===== src/rml_regs.svh =====
/*
  Register offsets, field positions, reset values and timing counts of
  the strap latch. Included by the latch and the strap synchroniser.
*/
`ifndef RML_REGS_SVH
`define RML_REGS_SVH

`define RML_ADDR_MODE 8'h00
`define RML_ADDR_MISC 8'h01
`define RML_ADDR_STAT 8'h02

`define RML_MODE_LSB 0
`define RML_MODE_MSB 2
`define RML_MISC_FLASH_BIT 0
`define RML_STAT_DBG_BIT 0
`define RML_STAT_OSC_BIT 1
`define RML_STAT_CAP_BIT 2
`define RML_STAT_EXP_BIT 3

`define RML_PIN_MODE_LSB 0
`define RML_PIN_MODE_MSB 2
`define RML_PIN_FLASH 3
`define RML_PIN_OSC 4
`define RML_PIN_COUNT 5

`define RML_MODE_RST 3'h0
`define RML_FLASH_RST 1'b0
`define RML_OE_N_RST 1'b1

`define RML_SYNC_STAGES 3

`endif


===== src/rml_pkg.sv =====
/*
  Types and decode functions of the strap latch.
  Assumes nothing beyond a SystemVerilog compiler.
*/
package rml_pkg;

  typedef enum logic [2:0] {
    RML_SPECIAL_SINGLE = 3'b000,
    RML_EMUL_NARROW = 3'b001,
    RML_SPECIAL_TEST = 3'b010,
    RML_EMUL_WIDE = 3'b011,
    RML_NORMAL_SINGLE = 3'b100,
    RML_NORMAL_NARROW = 3'b101,
    RML_SPECIAL_PERIPH = 3'b110,
    RML_NORMAL_WIDE = 3'b111
  } rml_mode_t;

  typedef struct packed {
    logic captured;
    rml_mode_t mode;
    logic flash_vis;
    logic dbg_active;
    logic osc_lvl;
    logic alt_osc;
    logic cs_n;
    logic cs_oe_n;
    logic [7:0] rdata;
  } rml_state_t;

  function automatic logic rml_is_expanded(input rml_mode_t m);
    rml_is_expanded = (m != RML_SPECIAL_SINGLE) && (m != RML_NORMAL_SINGLE) &&
                      (m != RML_SPECIAL_PERIPH);
  endfunction : rml_is_expanded

  function automatic logic rml_flash_for(input rml_mode_t m, input logic strap);
    unique case (m)
      RML_SPECIAL_SINGLE, RML_NORMAL_SINGLE, RML_SPECIAL_PERIPH: rml_flash_for = 1'b1;
      RML_EMUL_NARROW, RML_SPECIAL_TEST, RML_EMUL_WIDE: rml_flash_for = 1'b0;
      RML_NORMAL_NARROW, RML_NORMAL_WIDE: rml_flash_for = strap;
    endcase
  endfunction : rml_flash_for

  // Only modes 000 to 011 may move, and never into the peripheral mode
  function automatic logic rml_mode_write_ok(input rml_mode_t cur, input rml_mode_t nxt);
    rml_mode_write_ok = !cur[2] && (nxt != RML_SPECIAL_PERIPH);
  endfunction : rml_mode_write_ok

endpackage : rml_pkg


===== src/rml_strap_if.sv =====
/*
  Carries filtered strap levels from the synchroniser to the latch.
  Assumes both ends run on core_clk.
*/
`timescale 1ns/100ps
interface rml_strap_if #(parameter int W = 5);
  logic [W-1:0] level;
  modport src (output level);
  modport dst (input level);
endinterface : rml_strap_if


===== src/rml_strap_sync.sv =====
/*
  Three-stage synchroniser with agreement filter for the strap pins.
  Assumes pins are asynchronous to core_clk; its flops carry no reset so
  that the straps keep being sampled while the chip is held in reset.
*/
`timescale 1ns/100ps
`include "rml_regs.svh"
module rml_strap_sync #(
  parameter int W = `RML_PIN_COUNT
) (
  // Clock
  input wire logic core_clk,
  // Raw pins
  input wire logic [W-1:0] pins,
  // Filtered levels
  rml_strap_if.src strap
);
  import rml_pkg::*;

  typedef struct packed {
    logic [W-1:0] s1;
    logic [W-1:0] s2;
    logic [W-1:0] s3;
    logic [W-1:0] filt;
  } rml_sync_state_t;

  rml_sync_state_t st_q;
  rml_sync_state_t st_d;
  logic [W-1:0] agree;

  always_comb begin
    st_d = st_q;
    st_d.s1 = pins;
    st_d.s2 = st_q.s1;
    st_d.s3 = st_q.s2;
    // A change counts only once the second and third stage agree
    agree = ~(st_q.s2 ^ st_q.s3);
    st_d.filt = (agree & st_q.s3) | (~agree & st_q.filt);
  end

  // No reset: sampling must go on during reset
  always_ff @(posedge core_clk) begin
    st_q <= st_d;
  end

  assign strap.level = st_q.filt;

  filter_follow_a: assert property (@(posedge core_clk)
    (st_q.s2 == st_q.s3) |=> (st_q.filt == $past(st_q.s3)))
    else $error("Filter did not follow agreeing stages");

endmodule : rml_strap_sync


===== src/rml_strap_latch.sv =====
/*
  Reset mode strap latch: catches the operating mode, flash visibility and
  oscillator type from the straps at reset release, keeps the debug-active
  and freeze state, drives the emulation chip select pin in expanded modes
  and offers a small register port.
  Assumes straps are held stable by the board around reset release and
  that the debug serial logic sends one-cycle activate/release pulses.
*/
// Our own choices: the plain strobed port and the address map.
// Operation
// - Latch three mode straps at reset release
// - Latch flash strap into flash visible bit
// - Flash visible bit maps flash in
// - Mode 000: special single, flash on, debug active
// - Other modes: debug waits for serial command
// - Mode 001: emulation narrow, flash off
// - Mode 010: special test wide, flash off
// - Mode 011: emulation wide, flash off
// - Mode 100: normal single, flash on
// - Mode 101: normal narrow, flash follows strap
// - Mode 111: normal wide, flash follows strap
// - Software mode changes only restricted transitions
// - Oscillator strap high selects Colpitts
// - Oscillator strap seen active low by clocking
// - Freeze outputs follow debug active exactly
// - Debug alternate clock is oscillator clock
// - Flash strap pin drives chip select when expanded
`timescale 1ns/100ps
`include "rml_regs.svh"
module rml_strap_latch (
  // Clock and reset
  input wire logic core_clk,
  input wire logic sys_rst,
  // Strap pins
  input wire logic mode_strap_2,
  input wire logic mode_strap_1,
  input wire logic mode_strap_0,
  input wire logic flash_map_strap,
  input wire logic osc_type_select,
  // Debug serial logic
  input wire logic dbg_activate,
  input wire logic dbg_release,
  input wire logic dbg_alt_clk_req,
  // Emulation chip select on the flash strap pin
  input wire logic cs_req_n,
  output logic emulation_chip_select_n,
  output logic port_k_pin7_oe_n,
  // Configuration outputs
  output rml_pkg::rml_mode_t operating_mode,
  output logic flash_visible,
  output logic config_valid,
  output logic background_debug_active,
  output logic freeze_timer,
  output logic freeze_conv0,
  output logic freeze_conv1,
  output logic osc_colpitts_sel,
  output logic osc_pierce_sel_n,
  output logic debug_clk_is_osc,
  // Register port
  input wire logic [7:0] reg_addr,
  input wire logic [7:0] reg_wdata,
  input wire logic reg_wr,
  input wire logic reg_rd,
  output logic [7:0] reg_rdata
);
  import rml_pkg::*;

  rml_strap_if #(.W(`RML_PIN_COUNT)) straps ();

  rml_strap_sync #(.W(`RML_PIN_COUNT)) u_sync (
    .core_clk (core_clk),
    .pins ({osc_type_select, flash_map_strap, mode_strap_2, mode_strap_1, mode_strap_0}),
    .strap (straps)
  );

  rml_state_t st_q;
  rml_state_t st_d;
  rml_mode_t pin_mode;
  rml_mode_t wr_mode;
  logic mode_wr;

  assign pin_mode = rml_mode_t'(straps.level[`RML_PIN_MODE_MSB:`RML_PIN_MODE_LSB]);
  assign wr_mode = rml_mode_t'(reg_wdata[`RML_MODE_MSB:`RML_MODE_LSB]);
  assign mode_wr = reg_wr && (reg_addr == `RML_ADDR_MODE);

  always_comb begin
    st_d = st_q;
    st_d.rdata = 8'h00;
    if (!st_q.captured) begin
      // First edge after release: the filtered straps become the setup
      st_d.captured = 1'b1;
      st_d.mode = pin_mode;
      // Per-mode overrides of the flash strap
      st_d.flash_vis = rml_flash_for(pin_mode, straps.level[`RML_PIN_FLASH]);
      st_d.dbg_active = (pin_mode == RML_SPECIAL_SINGLE);
      st_d.osc_lvl = straps.level[`RML_PIN_OSC];
    end else begin
      // Mode 110 is left to the board; software cannot reach it
      if (mode_wr && rml_mode_write_ok(st_q.mode, wr_mode)) begin
        st_d.mode = wr_mode;
      end
      // Activation wins over a release in the same cycle
      if (dbg_release) begin
        st_d.dbg_active = 1'b0;
      end
      if (dbg_activate) begin
        st_d.dbg_active = 1'b1;
      end
      st_d.alt_osc = st_d.dbg_active && dbg_alt_clk_req;
      st_d.cs_oe_n = !rml_is_expanded(st_q.mode);
      st_d.cs_n = rml_is_expanded(st_q.mode) ? cs_req_n : 1'b1;
    end
    if (reg_rd) begin
      case (reg_addr)
        `RML_ADDR_MODE: st_d.rdata[`RML_MODE_MSB:`RML_MODE_LSB] = st_q.mode;
        `RML_ADDR_MISC: st_d.rdata[`RML_MISC_FLASH_BIT] = st_q.flash_vis;
        `RML_ADDR_STAT: begin
          st_d.rdata[`RML_STAT_DBG_BIT] = st_q.dbg_active;
          st_d.rdata[`RML_STAT_OSC_BIT] = st_q.osc_lvl;
          st_d.rdata[`RML_STAT_CAP_BIT] = st_q.captured;
          st_d.rdata[`RML_STAT_EXP_BIT] = rml_is_expanded(st_q.mode);
        end
        default: st_d.rdata = 8'h00;
      endcase
    end
  end

  always_ff @(posedge core_clk or posedge sys_rst) begin
    if (sys_rst) begin
      st_q.captured <= 1'b0;
      st_q.mode <= rml_mode_t'(`RML_MODE_RST);
      st_q.flash_vis <= `RML_FLASH_RST;
      st_q.dbg_active <= 1'b0;
      st_q.osc_lvl <= 1'b0;
      st_q.alt_osc <= 1'b0;
      st_q.cs_n <= 1'b1;
      st_q.cs_oe_n <= `RML_OE_N_RST;
      st_q.rdata <= 8'h00;
    end else begin
      st_q <= st_d;
    end
  end

  assign operating_mode = st_q.mode;
  assign flash_visible = st_q.flash_vis;
  assign config_valid = st_q.captured;
  assign background_debug_active = st_q.dbg_active;
  // Freeze is the debug-active flop itself, so it cannot lag or lead
  assign freeze_timer = st_q.dbg_active;
  assign freeze_conv0 = st_q.dbg_active;
  assign freeze_conv1 = st_q.dbg_active;
  assign osc_colpitts_sel = st_q.osc_lvl;
  // Low level selects Pierce or external clock
  assign osc_pierce_sel_n = st_q.osc_lvl;
  assign debug_clk_is_osc = st_q.alt_osc;
  assign emulation_chip_select_n = st_q.cs_n;
  assign port_k_pin7_oe_n = st_q.cs_oe_n;
  assign reg_rdata = st_q.rdata;

  capture_mode_a: assert property (@(posedge core_clk) disable iff (sys_rst)
    $rose(st_q.captured) |-> (st_q.mode == $past(straps.level[2:0])))
    else $error("Mode not taken from straps at release");

  special_single_a: assert property (@(posedge core_clk) disable iff (sys_rst)
    ($rose(st_q.captured) && st_q.mode == RML_SPECIAL_SINGLE) |->
      (st_q.flash_vis && st_q.dbg_active))
    else $error("Special single chip did not force flash and debug");

  debug_idle_a: assert property (@(posedge core_clk) disable iff (sys_rst)
    ($rose(st_q.captured) && st_q.mode != RML_SPECIAL_SINGLE) |-> !st_q.dbg_active)
    else $error("Debug active without a command");

  flash_forced_a: assert property (@(posedge core_clk) disable iff (sys_rst)
    $rose(st_q.captured) |->
      (st_q.flash_vis == rml_flash_for(st_q.mode, $past(straps.level[3]))))
    else $error("Flash visible bit wrong for mode");

  flash_follow_a: assert property (@(posedge core_clk) disable iff (sys_rst)
    ($rose(st_q.captured) && st_q.mode[2] && st_q.mode[0]) |->
      (st_q.flash_vis == $past(straps.level[3])))
    else $error("Flash visible bit ignored strap in normal expanded");

  flash_hold_a: assert property (@(posedge core_clk) disable iff (sys_rst)
    st_q.captured |=> ($stable(st_q.flash_vis) && $stable(st_q.osc_lvl)))
    else $error("Latched strap value changed after capture");

  normal_locked_a: assert property (@(posedge core_clk) disable iff (sys_rst)
    (st_q.captured && st_q.mode[2]) |=> $stable(st_q.mode))
    else $error("Normal mode changed after reset");

  mode_write_a: assert property (@(posedge core_clk) disable iff (sys_rst)
    (st_q.captured && mode_wr && !st_q.mode[2] && wr_mode != RML_SPECIAL_PERIPH) |=>
      (st_q.mode == $past(wr_mode)))
    else $error("Permitted mode write not taken");

  debug_cmd_a: assert property (@(posedge core_clk) disable iff (sys_rst)
    (st_q.captured && dbg_activate) |=> st_q.dbg_active ##0 freeze_conv1)
    else $error("Debug command did not activate debug and freeze");

  chip_drive_a: assert property (@(posedge core_clk) disable iff (sys_rst)
    (st_q.captured && rml_is_expanded(st_q.mode)) |=>
      (!port_k_pin7_oe_n && emulation_chip_select_n == $past(cs_req_n)))
    else $error("Chip select not driven in expanded mode");

  alt_clock_a: assert property (@(posedge core_clk) disable iff (sys_rst)
    debug_clk_is_osc |-> background_debug_active)
    else $error("Oscillator clock chosen outside debug");

  read_mode_a: assert property (@(posedge core_clk) disable iff (sys_rst)
    (reg_rd && reg_addr == `RML_ADDR_MODE) |=> (reg_rdata == {5'h00, $past(st_q.mode)}))
    else $error("Mode register read wrong");

  read_misc_a: assert property (@(posedge core_clk) disable iff (sys_rst)
    (reg_rd && reg_addr == `RML_ADDR_MISC) |=>
      (reg_rdata == {7'h00, $past(st_q.flash_vis)}))
    else $error("Flash visible read wrong");

  read_stat_a: assert property (@(posedge core_clk) disable iff (sys_rst)
    (reg_rd && reg_addr == `RML_ADDR_STAT) |=>
      (reg_rdata == {4'h0, $past(rml_is_expanded(st_q.mode)), $past(st_q.captured),
                     $past(st_q.osc_lvl), $past(st_q.dbg_active)}))
    else $error("Status read wrong");

  read_unmapped_a: assert property (@(posedge core_clk) disable iff (sys_rst)
    (reg_rd && reg_addr > `RML_ADDR_STAT) |=> (reg_rdata == 8'h00))
    else $error("Unmapped address read not zero");

  rdata_idle_a: assert property (@(posedge core_clk) disable iff (sys_rst)
    !reg_rd |=> (reg_rdata == 8'h00))
    else $error("Read data stood without a read");

  // Reset itself is the antecedent, so this one has no disable clause
  reset_quiet_a: assert property (@(posedge core_clk)
    sys_rst |-> (!config_valid && !background_debug_active && !freeze_timer &&
      port_k_pin7_oe_n && emulation_chip_select_n && (reg_rdata == 8'h00)))
    else $error("Outputs not at reset values during reset");

  captured_stays_a: assert property (@(posedge core_clk) disable iff (sys_rst)
    st_q.captured |=> st_q.captured)
    else $error("Capture flag dropped without reset");

  osc_capture_a: assert property (@(posedge core_clk) disable iff (sys_rst)
    $rose(st_q.captured) |-> (osc_colpitts_sel == $past(straps.level[`RML_PIN_OSC]) &&
      osc_pierce_sel_n == $past(straps.level[`RML_PIN_OSC])))
    else $error("Oscillator strap not taken at release");

  // One capture check per strap code; codes 5 and 7 expect the flash strap, the rest a fixed value
  for (genvar m = 0; m < 8; m++) begin : g_flash_code
    localparam logic [2:0] CODE = 3'(m);
    localparam logic FORCED = (m == 0) || (m == 4) || (m == 6);
    localparam logic FOLLOWS = (m == 5) || (m == 7);
    flash_code_a: assert property (@(posedge core_clk) disable iff (sys_rst)
      ($rose(st_q.captured) && st_q.mode == CODE) |->
        (st_q.flash_vis == (FOLLOWS ? $past(straps.level[`RML_PIN_FLASH]) : FORCED)))
      else $error("Flash visible bit wrong for strap code");
  end : g_flash_code

  release_clears_a: assert property (@(posedge core_clk) disable iff (sys_rst)
    (st_q.captured && dbg_release && !dbg_activate) |=> !background_debug_active)
    else $error("Debug release not taken");

  debug_hold_a: assert property (@(posedge core_clk) disable iff (sys_rst)
    (st_q.captured && !dbg_activate && !dbg_release) |=> $stable(background_debug_active))
    else $error("Debug state moved without a command");

  alt_clock_on_a: assert property (@(posedge core_clk) disable iff (sys_rst)
    (st_q.captured && st_q.dbg_active && dbg_alt_clk_req && !dbg_release) |=>
      debug_clk_is_osc)
    else $error("Oscillator clock not given to debug");

  alt_clock_off_a: assert property (@(posedge core_clk) disable iff (sys_rst)
    !dbg_alt_clk_req |=> !debug_clk_is_osc)
    else $error("Oscillator clock given without request");

  mode_refused_a: assert property (@(posedge core_clk) disable iff (sys_rst)
    (st_q.captured && mode_wr && (st_q.mode[2] || wr_mode == RML_SPECIAL_PERIPH)) |=>
      $stable(st_q.mode))
    else $error("Refused mode write was taken");

  mode_quiet_a: assert property (@(posedge core_clk) disable iff (sys_rst)
    (st_q.captured && !mode_wr) |=> $stable(st_q.mode))
    else $error("Mode moved without a write");

  chip_idle_a: assert property (@(posedge core_clk) disable iff (sys_rst)
    (st_q.captured && !rml_is_expanded(st_q.mode)) |=>
      (port_k_pin7_oe_n && emulation_chip_select_n))
    else $error("Chip select pin driven outside expanded modes");

endmodule : rml_strap_latch


===== config.mk =====
export PLATFORM = sky130hd
export DESIGN_NAME = rml_strap_latch
export DESIGN_NICKNAME = d
export VERILOG_FILES = /design/src/rml_pkg.sv /design/src/rml_strap_if.sv /design/src/rml_strap_sync.sv /design/src/rml_strap_latch.sv
export VERILOG_INCLUDE_DIRS = /design/src
export SDC_FILE = /design/constraint.sdc
export NUM_CORES = 1
export LEC_CHECK = 0
export ABC_AREA = 1
export BUFFER_PORTS_ARGS = -buffer_cell sky130_fd_sc_hd__buf_2
export CAP_MARGIN = 20
export CORE_MARGIN = 4
export CORE_UTILIZATION = 35
export CTS_BUF_LIST = sky130_fd_sc_hd__clkbuf_2
export CTS_CLUSTER_DIAMETER = 100
export CTS_CLUSTER_SIZE = 12
export DETAILED_ROUTE_END_ITERATION = 10
export MAX_ROUTING_LAYER = met4
export RECOVER_POWER = 100
export SKIP_CTS_REPAIR_TIMING = 1
export SYNTH_ARGS = -nofsm -noshare
export SYNTH_HDL_FRONTEND = slang
export SYNTH_SLANG_ARGS = --single-unit

===== constraint.sdc =====
create_clock -name core_clk -period 1.5 [get_ports core_clk]
set_clock_uncertainty 0.2 [all_clocks]
set_input_delay 0 -clock core_clk [delete_from_list [all_inputs] [get_ports core_clk]]
set_output_delay 0 -clock core_clk [all_outputs]
set_load 0.02 [all_outputs]

==> flow_summary.yaml <==
sta:
  timing.final.crit_share_pct: 89.85
  finalSetupViolCount: 0
  grt_setup_unrepaired: "no"
  report.final.slew_viol_count: 0
  hold_violations: 0
  fmax_mhz: 742.0
  tightest_slew_ns: 0.5113
  fin_ws_ns: 0.1523
  relSlewSlack_pct: 65.87
  fin_setup_tns_ns: 0
  period_needed_ns: 1.348
clock_tree:
  cts_tree: "yes"
  root_buffer: "clkbuf_2"
  clockBufferDepth: 2
  cts_made_buffers: 5
  path_clk_slew_ns: 0.17
  clkSinkCount: 34
  cts.htree.levels: 2
  clock_latency_ns: 0.35
placed_design:
  placed_area_um2: 1488
  gp_congestion: 0.7489
  dpl.hpwl_mm: 1.567
  io_buffers: 41
  place_ws_ns: 0.3184
yosys:
  avgSynthCellArea_um2: 10.06
  synth_top_area_share_pct: 23.51
  synthArstFlopShare_pct: 41.18
  synth_common_cells: "nand2_1, dfxtp_1, inv_1"
  syn-cell-area_um2: 1277
  synthMostInstantiatedCell: "nand2_1"
  ys_warn_count: 0
  synth_edf_count: 5
  yosys_register_bits: 34
  synth_top_area_cell: "dfrtp_1"
  synth.distinct_cells: 23
  syn_inst: 127
  ys_seq_area_share_pct: 62.88
  yosys-top-cells-area: "dfrtp_1, dfxtp_1, edfxtp_1"
  synth_flop_cell: "dfxtp_1"
floorplan:
  fp.dieH_um: 68.42
  die_w_um: 68.42
  start_util_pct: 37.11
  ioPinCount: 51
  row_count: 21
  die_area_um2: 4681
  design.core.area_um2: 3442
run:
  cap_violations: 0
route:
  drt_iter0_drc: 27
  drc: 0
  vias_per_cell: 4.107
  drtAntennaViolNets: 0
  routedWlPerCell_um: 9.744
  drt-total-wl_mm: 2.358
  drt_first_pass_iters: 4
  vias: 994
finish:
  layout-drive-gt1-share_pct: 19.90
  areaGrowthSynthToFinish_pct: 38.98
  multiInputGateArea_um2: 346.6
  fillerInstances: 334
  stdcell_area_um2: 1775
  num_antenna_cells: 0
  fin_util_pct: 51.58
  seqCellArea_um2: 803.3
  nNetsFinal: 224
critical_path:
  worstPathArrival_ns: 1.15
  cp_max_fo: 2
  crit_buf_inv: 1
  cp_top_family: "flip-flops"
  worstPathRequired_ns: 1.30
  critPathLaunchType: "flop"
  critical_path_class: "reg -> out"
  slowest_stage: "dfstp_2"
  cp_cell_sequence: "clkbuf_1"
  end_kind: "output port"
  slowest_delay_ns: 0.56
global_routing:
  grt_pass1_vias: 806
  grt_max_degree: 16
  antenna_found_initial: 0
  overflow: 0
  grt_pass1_wl_mm: 3.318
  grt_usage_pct: 10.26
status:
  status: "finished clean"
power:
  peakVddDrop_uv: 622.2
  leakagePower_nw: 0.8579
  power_density_nw_per_um2: 1064
hold_path:
  hold_class: "in -> reg"
[power breakdown]
group	switching, mW	leakage (nW)	internal, mW
Clock	0.290	0.0435	0.291
Combinational	0.154	0.463	0.117
Sequential	0.0368	0.351	1.00
Total	0.481	0.858	1.41
[logic make-up (layout without fill, tap and decap cells)]
kind of cell	count (synthesis)	after routing	share of synthesized area (%)
simple gates	50	50	18.32
other cells	2	5	0.5879
flops	34	34	62.88
buf+inv	25	91	10.28
xor+xnor	5	5	3.428
compound gates	11	11	4.505
[per-layer routing]
layer	vias up	GRT usage (%)	wire length (um)
met3	6	5.747	252
met1	426	10.45	963
met4	0	4.467	34
met2	43	16.09	1108
met5	-	-	0
li1	519	-	-
[per-stage QoR]
step / power [mW] / cells / hold WS (ns)
floorplan: 1.220 / 130 / -0.3122
global placement: 1.286 / 209 / -0.1529
detailed placement: 1.291 / 209 / -0.1378
CTS: 1.886 / 217 / -0.5762
global route: 2.015 / 242 / 0.005736
finish: 1.889 / 242 / 0.06630
[placed cells by master, fill, tap and decap left out]
cell type	instances
nand2_1	26
dlygate4sd3_1	25
buf_2	24
clkbuf_1	17
inv_1	16
dfxtp_1	15
dfrtp_1	12
nand3_1	10
nor2_1	8
o21ai_0	7
clkbuf_2	6
xnor2_1	5
edfxtp_1	5
conb_1	5
o21ai_1	2
dfstp_2	2
o211ai_1	1
nand4_1	1
nand3b_1	1
nor2_2	1
nand2_2	1
nor2_4	1
nand2_4	1
a21oi_1	1
inv_4	1
bufinv_16	1
clkbuf_4	1
[cell type report]
type | instances | share of cell area (%)
sequential | 34 | 45.24
timing repair buffer | 67 | 24.88
multi-input combinational | 71 | 19.52
inverter | 16 | 3.383
tap | 46 | 3.242
clock inverter | 2 | 2.044
clock buffer | 6 | 1.691
[final timing paths]
kind	slack, ns	cells past startpoint	to	from
max in group asynchronous	0.20	4	config_valid	sys_rst
worst max register to register	0.26	6	operating_mode[2]	operating_mode[2]
worst max-delay path	0.15	1	emulation_chip_select_n	emulation_chip_select_n
min in group asynchronous	0.55	4	reg_rdata[1]	sys_rst
worst min register to register	0.14	0	u_sync.st_d[7]	u_sync.st_d[12]
worst min-delay path	0.07	2	u_sync.st_d[10]	mode_strap_0
(Power assumes the default switching activity.)
